==> config.mk <==
export PLATFORM = sky130hd
export DESIGN_NAME = tplc_line_tx
export DESIGN_NICKNAME = d
export VERILOG_FILES = /design/src/inc/tplc_pkg.sv /design/src/hw/tplc_shape_rom.sv /design/src/hw/tplc_line_tx.sv
export SDC_FILE = /design/constraint.sdc
export NUM_CORES = 1
export LEC_CHECK = 0
export ABC_AREA = 1
export BUFFER_PORTS_ARGS = -buffer_cell sky130_fd_sc_hd__buf_2
export CAP_MARGIN = 25
export CORE_MARGIN = 1
export CORE_UTILIZATION = 45
export CTS_CLUSTER_SIZE = 28
export DETAILED_ROUTE_END_ITERATION = 6
export PLACE_DENSITY = 0.75
export SETUP_SLACK_MARGIN = 0.2
export SLEW_MARGIN = 5
export SYNTH_ARGS = -nofsm -noshare
export SYNTH_HDL_FRONTEND = slang
export SYNTH_HIERARCHICAL = 1
export SYNTH_SLANG_ARGS = --single-unit
export TNS_END_PERCENT = 5
==> constraint.sdc <==
create_clock -name core_clk_i -period 2.4 [get_ports core_clk_i]
set_clock_uncertainty 0.1 [all_clocks]
set_input_delay 0.24 -clock core_clk_i [delete_from_list [all_inputs] [get_ports core_clk_i]]
set_output_delay 0.24 -clock core_clk_i [all_outputs]
set_load 0.05 [all_outputs]
==> src/inc/tplc_pkg.sv <==
// tplc_pkg: shared constants of the twisted-pair line coding / transmit control block
// assumes a single 25 MHz core clock and a plain strobe-based register port
package tplc_pkg;
  // register port geometry
  localparam int ADDR_W = 8;
  localparam int DATA_W = 16;

  // register offsets (byte addresses)
  localparam logic [7:0] OFS_CFG  = 8'h00;
  localparam logic [7:0] OFS_STAT = 8'h04;

  // configuration register field positions
  localparam int CFG_GAIN_LSB = 0;   // 4 bits, transmit gain code
  localparam int CFG_TRIM_LSB = 4;   // 2 bits, rise/fall trim
  localparam int CFG_STP      = 6;   // shielded 150 ohm cable mode
  localparam int CFG_TXDIS    = 7;   // transmit disable
  localparam int CFG_TXPD     = 8;   // transmit powerdown
  localparam int CFG_BYPASS   = 9;   // scrambler bypass
  localparam int CFG_SPD10    = 10;  // 10 Mbps mode
  localparam int CFG_LOOP     = 11;  // internal loopback request
  localparam int CFG_USED     = 12;  // bits above read as zero

  // configuration reset value: unity gain, nominal trim, 100 Mbps
  localparam logic [15:0] CFG_RESET = 16'h0008;

  // status register field positions
  localparam int ST_LVL_LSB = 0;     // 2 bits, current mlt-3 level index
  localparam int ST_RXBIT   = 2;     // last decoded receive bit
  localparam int ST_SHAPING = 3;     // 10 Mbps pulse shaper busy
  localparam int ST_TXOE    = 4;     // transmitter outputs driven

  // gain in hundredths: code 0 gives 116, each step lowers by 2
  localparam logic [6:0] GAIN_MAX_PCT = 7'd116;

  // mlt-3 level indices walk 0 -> + -> 0 -> -
  localparam logic [1:0] LVL_POS = 2'h1;
  localparam logic [1:0] LVL_NEG = 2'h3;

  // pulse shaper table geometry
  localparam int ROM_AW  = 3;
  localparam int ROM_DW  = 7;
  localparam logic [3:0] SHAPE_LEN = 4'h8;
endpackage

==> src/hw/tplc_shape_rom.sv <==
// tplc_shape_rom: waveform table for the 10 Mbps pulse shaper
// assumes the caller tolerates one cycle of read latency; data leave a register
`timescale 1ns/100ps
module tplc_shape_rom (
  // clock and reset
  input  wire logic                        clk_i,
  input  wire logic                        rst_n_i,
  // read port
  input  wire logic [tplc_pkg::ROM_AW-1:0] addr_i,
  output logic      [tplc_pkg::ROM_DW-1:0] data_o
);
  // magnitude samples of one edge: fast rise, small overshoot, plateau
  function automatic logic [tplc_pkg::ROM_DW-1:0] sample(input logic [2:0] a);
    case (a)
      3'h0:    sample = 7'h10;
      3'h1:    sample = 7'h30;
      3'h2:    sample = 7'h58;
      3'h3:    sample = 7'h70;
      3'h4:    sample = 7'h7c;
      3'h5:    sample = 7'h74;
      3'h6:    sample = 7'h6c;
      default: sample = 7'h68;
    endcase
  endfunction

  // registered read
  always_ff @(posedge clk_i or negedge rst_n_i) begin
    if (!rst_n_i) begin
      data_o <= 7'h00;
    end else begin
      data_o <= sample(addr_i);
    end
  end
endmodule

==> src/hw/tplc_line_tx.sv <==
// tplc_line_tx: line coding, pulse sequencing and transmitter control of the
// twisted-pair port, plus the digital side of both receive comparator paths
// assumes all inputs synchronous to core_clk_i; analog stages sit outside
`timescale 1ns/100ps
module tplc_line_tx (
  // clock and reset
  input  wire logic        core_clk_i,
  input  wire logic        rst_n_i,
  // register port
  input  wire logic [7:0]  reg_addr_i,
  input  wire logic [15:0] reg_wdata_i,
  input  wire logic        reg_wr_i,
  input  wire logic        reg_rd_i,
  output logic      [15:0] reg_rdata_o,
  // 100 Mbps transmit bits
  input  wire logic        tx_bit_valid_i,
  input  wire logic        tx_scr_bit_i,
  input  wire logic        tx_5b_bit_i,
  // 10 Mbps transmit stream
  input  wire logic        man_active_i,
  input  wire logic        man_level_i,
  input  wire logic        link_pulse_req_i,
  // 100 Mbps receive comparators
  input  wire logic        rx_sample_i,
  input  wire logic        rx_pos_i,
  input  wire logic        rx_neg_i,
  // 10 Mbps receive comparators
  input  wire logic        squelch_cmp_i,
  input  wire logic        zero_cross_i,
  input  wire logic        signal_valid_i,
  // twisted_pair_port transmitter controls
  output logic             tx_pos_o,
  output logic             tx_neg_o,
  output logic      [7:0]  dac_o,
  output logic             tx_oe_o,
  output logic      [3:0]  tx_gain_code_o,
  output logic      [6:0]  tx_gain_pct_o,
  output logic      [1:0]  edge_trim_o,
  output logic             stp_mode_o,
  output logic             loopback_en_o,
  // receive side results
  output logic             rx_bit_o,
  output logic             rx_bit_valid_o,
  output logic             sq_qual_o,
  output logic             sq_link_o,
  output logic             sq_start_of_idle_pulse_o,
  output logic             sq_polarity_o,
  output logic             cdr_edge_o
);
  // reset release through two flops
  logic rst_meta;
  logic rst_n;
  always_ff @(posedge core_clk_i or negedge rst_n_i) begin
    if (!rst_n_i) begin
      rst_meta <= 1'b0;
      rst_n    <= 1'b0;
    end else begin
      rst_meta <= 1'b1;
      rst_n    <= rst_meta;
    end
  end

  // gain in hundredths from the code
  function automatic logic [6:0] gain_pct(input logic [3:0] code);
    gain_pct = tplc_pkg::GAIN_MAX_PCT - {2'b00, code, 1'b0};
  endfunction

  // configuration register
  logic [15:0] cfg;
  logic        cfg_hit;
  assign cfg_hit = (reg_addr_i == tplc_pkg::OFS_CFG);
  always_ff @(posedge core_clk_i or negedge rst_n) begin
    if (!rst_n) begin
      cfg <= tplc_pkg::CFG_RESET;
    end else if (reg_wr_i && cfg_hit) begin
      cfg <= reg_wdata_i & 16'h0fff;
    end
  end

  logic       spd10;
  logic       txdis;
  logic       txpd;
  logic       bypass;
  logic [3:0] gain_code;
  assign spd10     = cfg[tplc_pkg::CFG_SPD10];
  assign txdis     = cfg[tplc_pkg::CFG_TXDIS];
  assign txpd      = cfg[tplc_pkg::CFG_TXPD];
  assign bypass    = cfg[tplc_pkg::CFG_BYPASS];
  assign gain_code = cfg[tplc_pkg::CFG_GAIN_LSB +: 4];

  // analog trim controls follow the register one cycle later; reset loads unity gain, loopback off, outputs floated
  always_ff @(posedge core_clk_i or negedge rst_n) begin
    if (!rst_n) begin
      tx_gain_code_o <= 4'h8;
      tx_gain_pct_o  <= 7'h64;
      edge_trim_o    <= 2'h0;
      stp_mode_o     <= 1'b0;
      loopback_en_o  <= 1'b0;
      tx_oe_o        <= 1'b0;
    end else begin
      tx_gain_code_o <= gain_code;
      tx_gain_pct_o  <= gain_pct(gain_code);
      edge_trim_o    <= cfg[tplc_pkg::CFG_TRIM_LSB +: 2];
      stp_mode_o     <= cfg[tplc_pkg::CFG_STP];
      loopback_en_o  <= cfg[tplc_pkg::CFG_LOOP] & ~txdis;
      tx_oe_o        <= ~txpd;
    end
  end

  // mlt-3 encoder; level index frozen while disabled so restart is glitch free
  logic       tx_bit;
  logic [1:0] lvl;
  logic [1:0] next_lvl;
  logic       mlt_run;
  assign tx_bit  = bypass ? tx_5b_bit_i : tx_scr_bit_i;
  assign mlt_run = ~spd10 & ~txdis & tx_bit_valid_i;
  assign next_lvl = (mlt_run && tx_bit) ? lvl + 2'h1 : lvl;
  always_ff @(posedge core_clk_i or negedge rst_n) begin
    if (!rst_n) begin
      lvl      <= 2'h0;
      tx_pos_o <= 1'b0;
      tx_neg_o <= 1'b0;
    end else begin
      lvl      <= next_lvl;
      tx_pos_o <= ~spd10 & ~txdis & (next_lvl == tplc_pkg::LVL_POS);
      tx_neg_o <= ~spd10 & ~txdis & (next_lvl == tplc_pkg::LVL_NEG);
    end
  end

  // 10 Mbps shaper: each transition or link pulse replays one edge of samples
  logic       man_q;
  logic       act_q;
  logic [3:0] shp_cnt;
  logic       shp_pol;
  logic       shp_busy;
  logic       shp_start;
  logic       pol_q;
  logic       show_q;
  logic [6:0] rom_q;
  assign shp_busy  = (shp_cnt != 4'h0);
  assign shp_start = spd10 & ~txdis &
                     ((man_active_i & (man_level_i != man_q | ~act_q)) | link_pulse_req_i);
  always_ff @(posedge core_clk_i or negedge rst_n) begin
    if (!rst_n) begin
      man_q   <= 1'b0;
      act_q   <= 1'b0;
      shp_cnt <= 4'h0;
      shp_pol <= 1'b0;
    end else begin
      man_q <= man_level_i;
      act_q <= man_active_i;
      if (shp_start) begin
        shp_cnt <= tplc_pkg::SHAPE_LEN;
        shp_pol <= man_active_i ? man_level_i : 1'b1;
      end else if (shp_busy) begin
        shp_cnt <= shp_cnt - 4'h1;
      end
    end
  end

  tplc_shape_rom u_rom (
    .clk_i   (core_clk_i),
    .rst_n_i (rst_n),
    .addr_i  (3'(tplc_pkg::SHAPE_LEN - shp_cnt)),
    .data_o  (rom_q)
  );

  // dac drive; zero between packets unless a link pulse or a packet's last edge is being shaped
  always_ff @(posedge core_clk_i or negedge rst_n) begin
    if (!rst_n) begin
      pol_q  <= 1'b0;
      show_q <= 1'b0;
      dac_o  <= 8'h00;
    end else begin
      pol_q  <= shp_pol;
      show_q <= spd10 & ~txdis & (shp_busy | man_active_i);
      if (!show_q || txdis) begin
        dac_o <= 8'h00;
      end else begin
        dac_o <= pol_q ? {1'b0, rom_q} : 8'(-{1'b0, rom_q});
      end
    end
  end

  // mlt-3 decoder: compare comparator level against the previous sample
  logic [1:0] rx_lvl_q;
  always_ff @(posedge core_clk_i or negedge rst_n) begin
    if (!rst_n) begin
      rx_lvl_q       <= 2'h0;
      rx_bit_o       <= 1'b0;
      rx_bit_valid_o <= 1'b0;
    end else begin
      rx_bit_valid_o <= rx_sample_i & ~spd10;
      if (rx_sample_i && !spd10) begin
        rx_lvl_q <= {rx_pos_i, rx_neg_i};
        rx_bit_o <= ({rx_pos_i, rx_neg_i} != rx_lvl_q);
      end
    end
  end

  // 10 Mbps receive fan-out; quiet at 100 Mbps
  always_ff @(posedge core_clk_i or negedge rst_n) begin
    if (!rst_n) begin
      sq_qual_o                <= 1'b0;
      sq_link_o                <= 1'b0;
      sq_start_of_idle_pulse_o <= 1'b0;
      sq_polarity_o            <= 1'b0;
      cdr_edge_o               <= 1'b0;
    end else begin
      sq_qual_o                <= spd10 & squelch_cmp_i;
      sq_link_o                <= spd10 & squelch_cmp_i;
      sq_start_of_idle_pulse_o <= spd10 & squelch_cmp_i;
      sq_polarity_o            <= spd10 & squelch_cmp_i;
      cdr_edge_o               <= spd10 & signal_valid_i & zero_cross_i;
    end
  end

  // register reads: data in the following cycle only, unmapped reads zero
  always_ff @(posedge core_clk_i or negedge rst_n) begin
    if (!rst_n) begin
      reg_rdata_o <= 16'h0000;
    end else if (!reg_rd_i) begin
      reg_rdata_o <= 16'h0000;
    end else if (cfg_hit) begin
      reg_rdata_o <= cfg;
    end else if (reg_addr_i == tplc_pkg::OFS_STAT) begin
      reg_rdata_o <= {11'h000, tx_oe_o, shp_busy, rx_bit_o, lvl};
    end else begin
      reg_rdata_o <= 16'h0000;
    end
  end
endmodule

==> results.py, run 1 <==
metrics = {
    "cells_and_area": {
        "multiInputGateArea_um2": 843,
        "fill_cells": 532,
        "drive_gt1_frac": 0.302,
        "num-nets-final": 412,
        "syn_to_final_growth_pct": 23.5,
        "seq_area_um2": 1780,
        "insertedDiodeCount": 0,
    },
    "synth": {
        "syn_avg_cell_area_um2": 10.0,
        "synth_area_um2": 2840,
        "synth_cells": 283,
        "yosys_warnings": 6,
        "synth_cell_types": 28,
        "ys_ff_latch": 71,
        "ys_seq_area_frac": 0.628,
    },
    "power": {
        "power_density_nw_per_um2": 866,
        "p_switching_mw": 0.915,
        "p_comb_frac": 0.207,
        "seqPwrFrac": 0.476,
        "p_int_mw": 2.12,
        "vdd_ir_drop_max_v": 0.000521,
        "clkPwrFrac": 0.317,
        "leakagePower_nw": 1.99,
        "p_sw_frac": 0.301,
    },
    "worst_setup_path": {
        "criticalPathCategory": "reg -> reg",
        "reg2reg_depth": 6,
        "r2r_start": "shp_cnt[0]$_DFFE_PN0P_",
        "crit_fanout": 4,
        "startpoint_type": "flop",
        "r2r_slack_ns": 0.92,
        "slowest_stage": "dfrtp_1",
        "crit_top_cell": "inv_1",
        "path_cells": "inv_1 > ha_1 > xor2_1 > inv_1 > nor2_1 > inv_1",
        "max_stage_delay_ns": 0.41,
        "cp_top_family": "flip-flops",
        "worst-path-buf-inv": 3,
        "cp.arrival_ns": 1.60,
        "r2r_end": "u_rom/data_o[6]$_DFF_PN0_",
        "cp-end-kind": "flop",
        "required_ns": 2.52,
    },
    "floorplanning": {
        "ios": 89,
        "die_h_um": 81.4,
        "rows": 28,
        "initial_core_util": 0.474,
        "fp.dieW_um": 81.4,
        "dieArea_um2": 6630,
        "core_region_area_um2": 5990,
    },
    "timing": {
        "finalWorstSetupSlack_ns": 0.920,
        "setup_viol": 0,
        "period_needed_ns": 1.48,
        "tns_ns": 0,
        "hold_slack_ns": 0.0277,
        "min_period_over_period": 0.617,
        "relSlewSlack": 0.625,
        "slew_violations": 0,
        "timing.fmax_mhz": 676,
        "worst_pin_slew_ns": 0.562,
        "hold_viol": 0,
        "rsz0062_at_grt": "no",
    },
    "global_routing": {
        "grt.total_usage": 0.178,
        "antenna_found_initial": 0,
        "grt_pass1_vias": 1971,
        "grt_max_degree": 46,
        "globalRouteOverflowTotal": 0,
        "grt_pass1_wl_um": 8560,
    },
    "routing": {
        "drt-met1-wl_um": 2190,
        "avgViaCountPerCell": 4.61,
        "dr.max_layer_used": "met4",
        "first_iter_violations": 61,
        "wl_met3_um": 318,
        "wire_per_inst_um": 11.5,
        "final_antenna_net_count": 0,
        "first_pass_iters": 4,
        "drt-total-wl_um": 5180,
        "dr_wl_met2_um": 2580,
        "vias": 2072,
        "drc_errors": 0,
    },
    "cts": {
        "root_buffer": "clkbuf_8",
        "path_clk_slew_ns": 0.07,
        "clkSinkCount": 71,
        "cts_tree": "yes",
        "post_cts_buffers": 0,
        "clockBufferDepth": 2,
        "clk_latency_ns": 0.33,
        "htreeDepth": 3,
        "cts_made_buffers": 9,
    },
    "placement": {
        "place_hpwl_um": 3760,
        "dp_slack_ns": 0.812,
        "io_buffers": 78,
        "gp_congestion": 0.761,
    },
    "min_path": {
        "whs_endpoint": "cfg[3]$_DFFE_PN1P_",
        "hp-class": "in -> reg",
        "holdCritStartpoint": "reg_wdata_i[3]",
        "hold_depth": 3,
    },
    "flow_run": {
        "maxCapViolCount": 0,
    },
    "status": {
        "status": "completed",
    },
}
-- Yosys cell counts (all sizes together) --
cell type | instances | area, um^2
ha | 3 | 37.5
a211oi | 1 | 7.51
and2 | 2 | 12.5
conb | 3 | 11.3
xnor2 | 1 | 8.76
buf | 14 | 109
nor2 | 38 | 155
a21oi | 17 | 108
dfrtp | 67 | 1680
nand3 | 20 | 100
xor2 | 6 | 52.6
inv | 34 | 128
and3 | 1 | 6.26
o21ai | 10 | 50.1
nor3 | 2 | 15.0
nand4 | 2 | 12.5
a41oi | 1 | 8.76
dfstp | 4 | 105
or2 | 1 | 6.26
nand2 | 55 | 221
a21boi | 1 | 7.51
-- metal layers --
| metal | vias to the layer above | GRT usage |
|---|---|---|
| li1 | 1038 | - |
| met1 | 964 | 0.205 |
| met3 | 6 | 0.0522 |
| met2 | 64 | 0.293 |
| met4 | 0 | 0.104 |
| met5 | - | 0 |
-- how the worst max path moves through the flow --
stage                           endpoint                    from  cells past startpoint  slack (ns)
3_3_place_gp          cfg[7]$_DFFE_PN0P_           reg_addr_i[2]                      7        0.83
2_1_floorplan  u_rom/data_o[5]$_DFF_PN0_  shp_cnt[0]$_DFFE_PN0P_                      5        1.05
6_report       u_rom/data_o[6]$_DFF_PN0_  shp_cnt[0]$_DFFE_PN0P_                      6        0.92
3_5_place_dp         cfg[11]$_DFFE_PN0P_           reg_addr_i[5]                      7        0.81
4_1_cts        u_rom/data_o[6]$_DFF_PN0_  shp_cnt[0]$_DFFE_PN0P_                      6        0.91
5_1_grt        u_rom/data_o[3]$_DFF_PN0_  shp_cnt[0]$_DFFE_PN0P_                      6        0.79
-- state kept, by name (all words and copies together) (netlist names), 2 cells and up --
name and cells:
dac_o 8, u_rom/data_o 5, shp_cnt 4, tx_gain_code_o 4, edge_trim_o 2, reg_rdata_o 12, lvl 2, rx_lvl_q 2
tx_gain_pct_o 4, cfg 12
-- cells by family (layout without fill, tap and decap cells) --
family,count (synthesis),in the layout,share of synthesized area
other,3,9,0.00397
AOI/OAI and AO/OA,30,30,0.0639
adders and majority gates,3,3,0.0132
buffers and inverters,48,133,0.0833
DFF,71,71,0.628
xor gates and xnor gates,7,7,0.0216
and+or+nand+nor,121,121,0.186
-- cell usage in the layout (no fill, tap or decap), drive strengths merged, types with 2 or more instances in the layout --
cell	Yosys	routed
nand4	2	2
dfrtp	67	67
dfstp	4	4
nor3	2	2
buf	14	79
nand2	55	55
clkbuf	0	13
ha	3	3
o21ai	10	10
conb	3	9
and2	2	2
dlygate4sd3	0	4
inv	34	34
nand3	20	20
xor2	6	6
a21oi	17	17
clkinv	0	2
nor2	38	38
-- timing repair --
item,in CTS,in global routing
gates resized for setup,0,0
hold buffers,4,0
hold endpoints to repair,5,0
-- cell type report --
cell class | instances | area share
inverters | 34 | 0.0364
flip-flops and latches | 71 | 0.508
clock inverters | 3 | 0.0114
well taps | 75 | 0.0268
multi-input cells | 170 | 0.240
clock buffers | 13 | 0.0482
repair buffers | 83 | 0.128
-- worst min-delay path: cells and delay by family --
kind,cells,cell delay (ns)
buffers and inverters,1,0.10
and+or+nand+nor,2,0.12
-- through the flow --
stage          cells  utilization  power, mW  area (um^2)
2_1_floorplan    289            -       1.95         2860
3_3_place_gp     429        0.544       2.06         3260
3_5_place_dp     429        0.544       2.09         3260
4_1_cts          449        0.585       3.07         3510
5_1_grt          449        0.585       3.23         3510
6_report         449        0.585       3.04         3510
-- power by group through the flow --
stage / combinational, mW / sequential (mW) / clock (mW)
after CTS: 0.633 / 1.44 / 0.995
after global routing: 0.725 / 1.47 / 1.04
after global placement: 0.601 / 1.46 / 0
after detailed placement: 0.623 / 1.47 / 0
after floorplan: 0.413 / 1.53 / 0
final: 0.629 / 1.44 / 0.963
Note: power is estimated with default switching activity, not from simulation.
==> inputs of run 2 (changes only) <==
--- a/config.mk
+++ b/config.mk
@@ -12,7 +12,7 @@
 export CORE_UTILIZATION = 45
 export CTS_CLUSTER_SIZE = 28
 export DETAILED_ROUTE_END_ITERATION = 6
-export PLACE_DENSITY = 0.75
+export PLACE_DENSITY = 0.78
 export SETUP_SLACK_MARGIN = 0.2
 export SLEW_MARGIN = 5
 export SYNTH_ARGS = -nofsm -noshare
==> constraint.sdc (replaced) <==
create_clock -name core_clk_i -period 1.36 [get_ports core_clk_i]
set_clock_uncertainty 0.1 [all_clocks]
set_input_delay 0.136 -clock core_clk_i [delete_from_list [all_inputs] [get_ports core_clk_i]]
set_output_delay 0.136 -clock core_clk_i [all_outputs]
set_load 0.05 [all_outputs]
==> results.py, run 2 (synthesized netlist as in run 1, its figures left out) <==
metrics = {
    "routing": {
        "avgViaCountPerCell": 4.70,
        "final_antenna_net_count": 0,
        "wire_per_inst_um": 12.2,
        "vias": 2250,
        "first_iter_violations": 112,
        "drt-total-wl_um": 5850,
        "drc_errors": 0,
        "first_pass_iters": 4,
    },
    "floorplanning": {
        "initial_core_util": 0.474,
        "rows": 28,
        "die_h_um": 81.4,
        "fp.dieW_um": 81.4,
        "ios": 89,
        "core_region_area_um2": 5990,
        "dieArea_um2": 6630,
    },
    "power": {
        "p_comb_frac": 0.265,
        "p_int_mw": 3.90,
        "p_sw_frac": 0.320,
        "vdd_ir_drop_max_v": 0.000871,
        "clkPwrFrac": 0.287,
        "leakagePower_nw": 2.11,
        "seqPwrFrac": 0.448,
        "p_switching_mw": 1.83,
        "power_density_nw_per_um2": 1480,
    },
    "timing": {
        "hold_viol": 0,
        "tns_ns": 0,
        "rsz0062_at_grt": "yes",
        "timing.fmax_mhz": 774,
        "hold_slack_ns": 0.0237,
        "slew_violations": 0,
        "setup_viol": 0,
        "period_needed_ns": 1.29,
        "min_period_over_period": 0.950,
    },
    "cts": {
        "htreeDepth": 3,
        "path_clk_slew_ns": 0.07,
        "clkSinkCount": 71,
        "clockBufferDepth": 2,
        "cts_made_buffers": 9,
        "root_buffer": "clkbuf_8",
        "clk_latency_ns": 0.34,
        "cts_tree": "yes",
    },
    "placement": {
        "postPlaceCellArea_um2": 3340,
        "gp_congestion": 0.808,
        "io_buffers": 78,
        "place_hpwl_um": 3940,
    },
    "cells_and_area": {
        "drive_gt1_frac": 0.359,
        "num-nets-final": 442,
        "insertedDiodeCount": 0,
        "fill_cells": 499,
        "syn_to_final_growth_pct": 36.5,
        "reg_top3": "cfg x12, reg_rdata_o x12, dac_o x8",
        "layout_common_cells": "buf_2, dfrtp_1, nand2_1, nor2_1, inv_1",
        "final_cell_area_um2": 3870,
        "final_common_cell": "buf_2",
    },
    "global_routing": {
        "globalRouteOverflowTotal": 0,
        "grt.total_usage": 0.197,
        "grt_max_degree": 28,
        "grt_pass1_wl_um": 9490,
        "grt_pass1_vias": 2137,
        "antenna_found_initial": 0,
    },
    "worst_setup_path": {
        "path_cells": "inv_2 > ha_4 > xor2_4 > inv_2 > or2_1",
        "crit_fanout": 4,
        "max_stage_delay_ns": 0.40,
        "crit_top_cell": "inv_2",
        "r2r_slack_ns": 0.07,
        "slowest_stage": "dfrtp_1",
        "cp.arrival_ns": 1.42,
        "criticalPathCategory": "reg -> reg",
        "required_ns": 1.49,
        "startpoint_type": "flop",
        "cp-end-kind": "flop",
    },
    "status": {
        "status": "completed",
    },
    "flow_run": {
        "maxCapViolCount": 0,
    },
    "min_path": {
        "hp-class": "in -> reg",
    },
}
==> run 2: worst max-delay path, delay by kind of cell, from the launching register on <==
kind | cells | cell delay (ns)
buf+inv | 2 | 0.14
flops | 1 | 0.40
simple gates | 1 | 0.20
fa+ha+maj | 1 | 0.17
xor+xnor | 1 | 0.16
==> run 2: per-stage QoR <==
step,power (mW),worst slack (ns),util,cells
finish,5.73,0.0681,0.647,479
global route,6.06,0.0155,0.647,479
CTS,5.62,0.0897,0.638,477
detailed placement,3.80,0.0124,0.557,436
global placement,3.75,0.0634,0.557,436
floorplan,3.48,0.0662,-,289
==> run 2: area by class of cell <==
class | count | area (um^2) | area share
clock buffer | 10 | 138 | 0.0355
clock inverter | 6 | 60.1 | 0.0155
inverter | 34 | 130 | 0.0336
multi-input combinational | 170 | 913 | 0.236
sequential | 71 | 1790 | 0.461
tap | 75 | 93.8 | 0.0242
timing repair buffer | 113 | 754 | 0.195
==> run 2: final timing paths <==
check	from	end	depth (start not counted)
max in group asynchronous	rst_n_i	rst_n$_DFF_PN0_	3
hold reg to reg	rst_n$_DFF_PN0_	tx_gain_code_o[2]$_DFF_PN0_	0
min in group asynchronous	rst_n$_DFF_PN0_	tx_gain_code_o[2]$_DFF_PN0_	0
setup reg to reg	shp_cnt[1]$_DFFE_PN0P_	u_rom/data_o[5]$_DFF_PN0_	5
hold / removal	link_pulse_req_i	shp_cnt[2]$_DFFE_PN0P_	4
setup / recovery	shp_cnt[1]$_DFFE_PN0P_	u_rom/data_o[5]$_DFF_PN0_	5
==> run 2: per-layer routing <==
layer  wire, um  up-vias  track usage
li1           -     1102            -
met1       2400     1059        0.237
met2       3030       73        0.333
met3        240       16       0.0356
met4        167        0        0.109
met5          0        -            0
==> run 2: power by group through the flow <==
stage               logic, mW  registers [mW]  clock network, mW
finish                   1.52            2.57               1.65
global route             1.68            2.60               1.78
CTS                      1.38            2.55               1.68
detailed placement       1.22            2.58                  0
global placement         1.17            2.58                  0
floorplan               0.775            2.71                  0
==> run 2: what timing repair did <==
item	CTS	global route
pin swaps	0	3
gates resized for setup	15	14
hold buffers	23	0
setup buffers	2	2
hold endpoints to repair	21	0
endpoints found under the setup margin	57	73
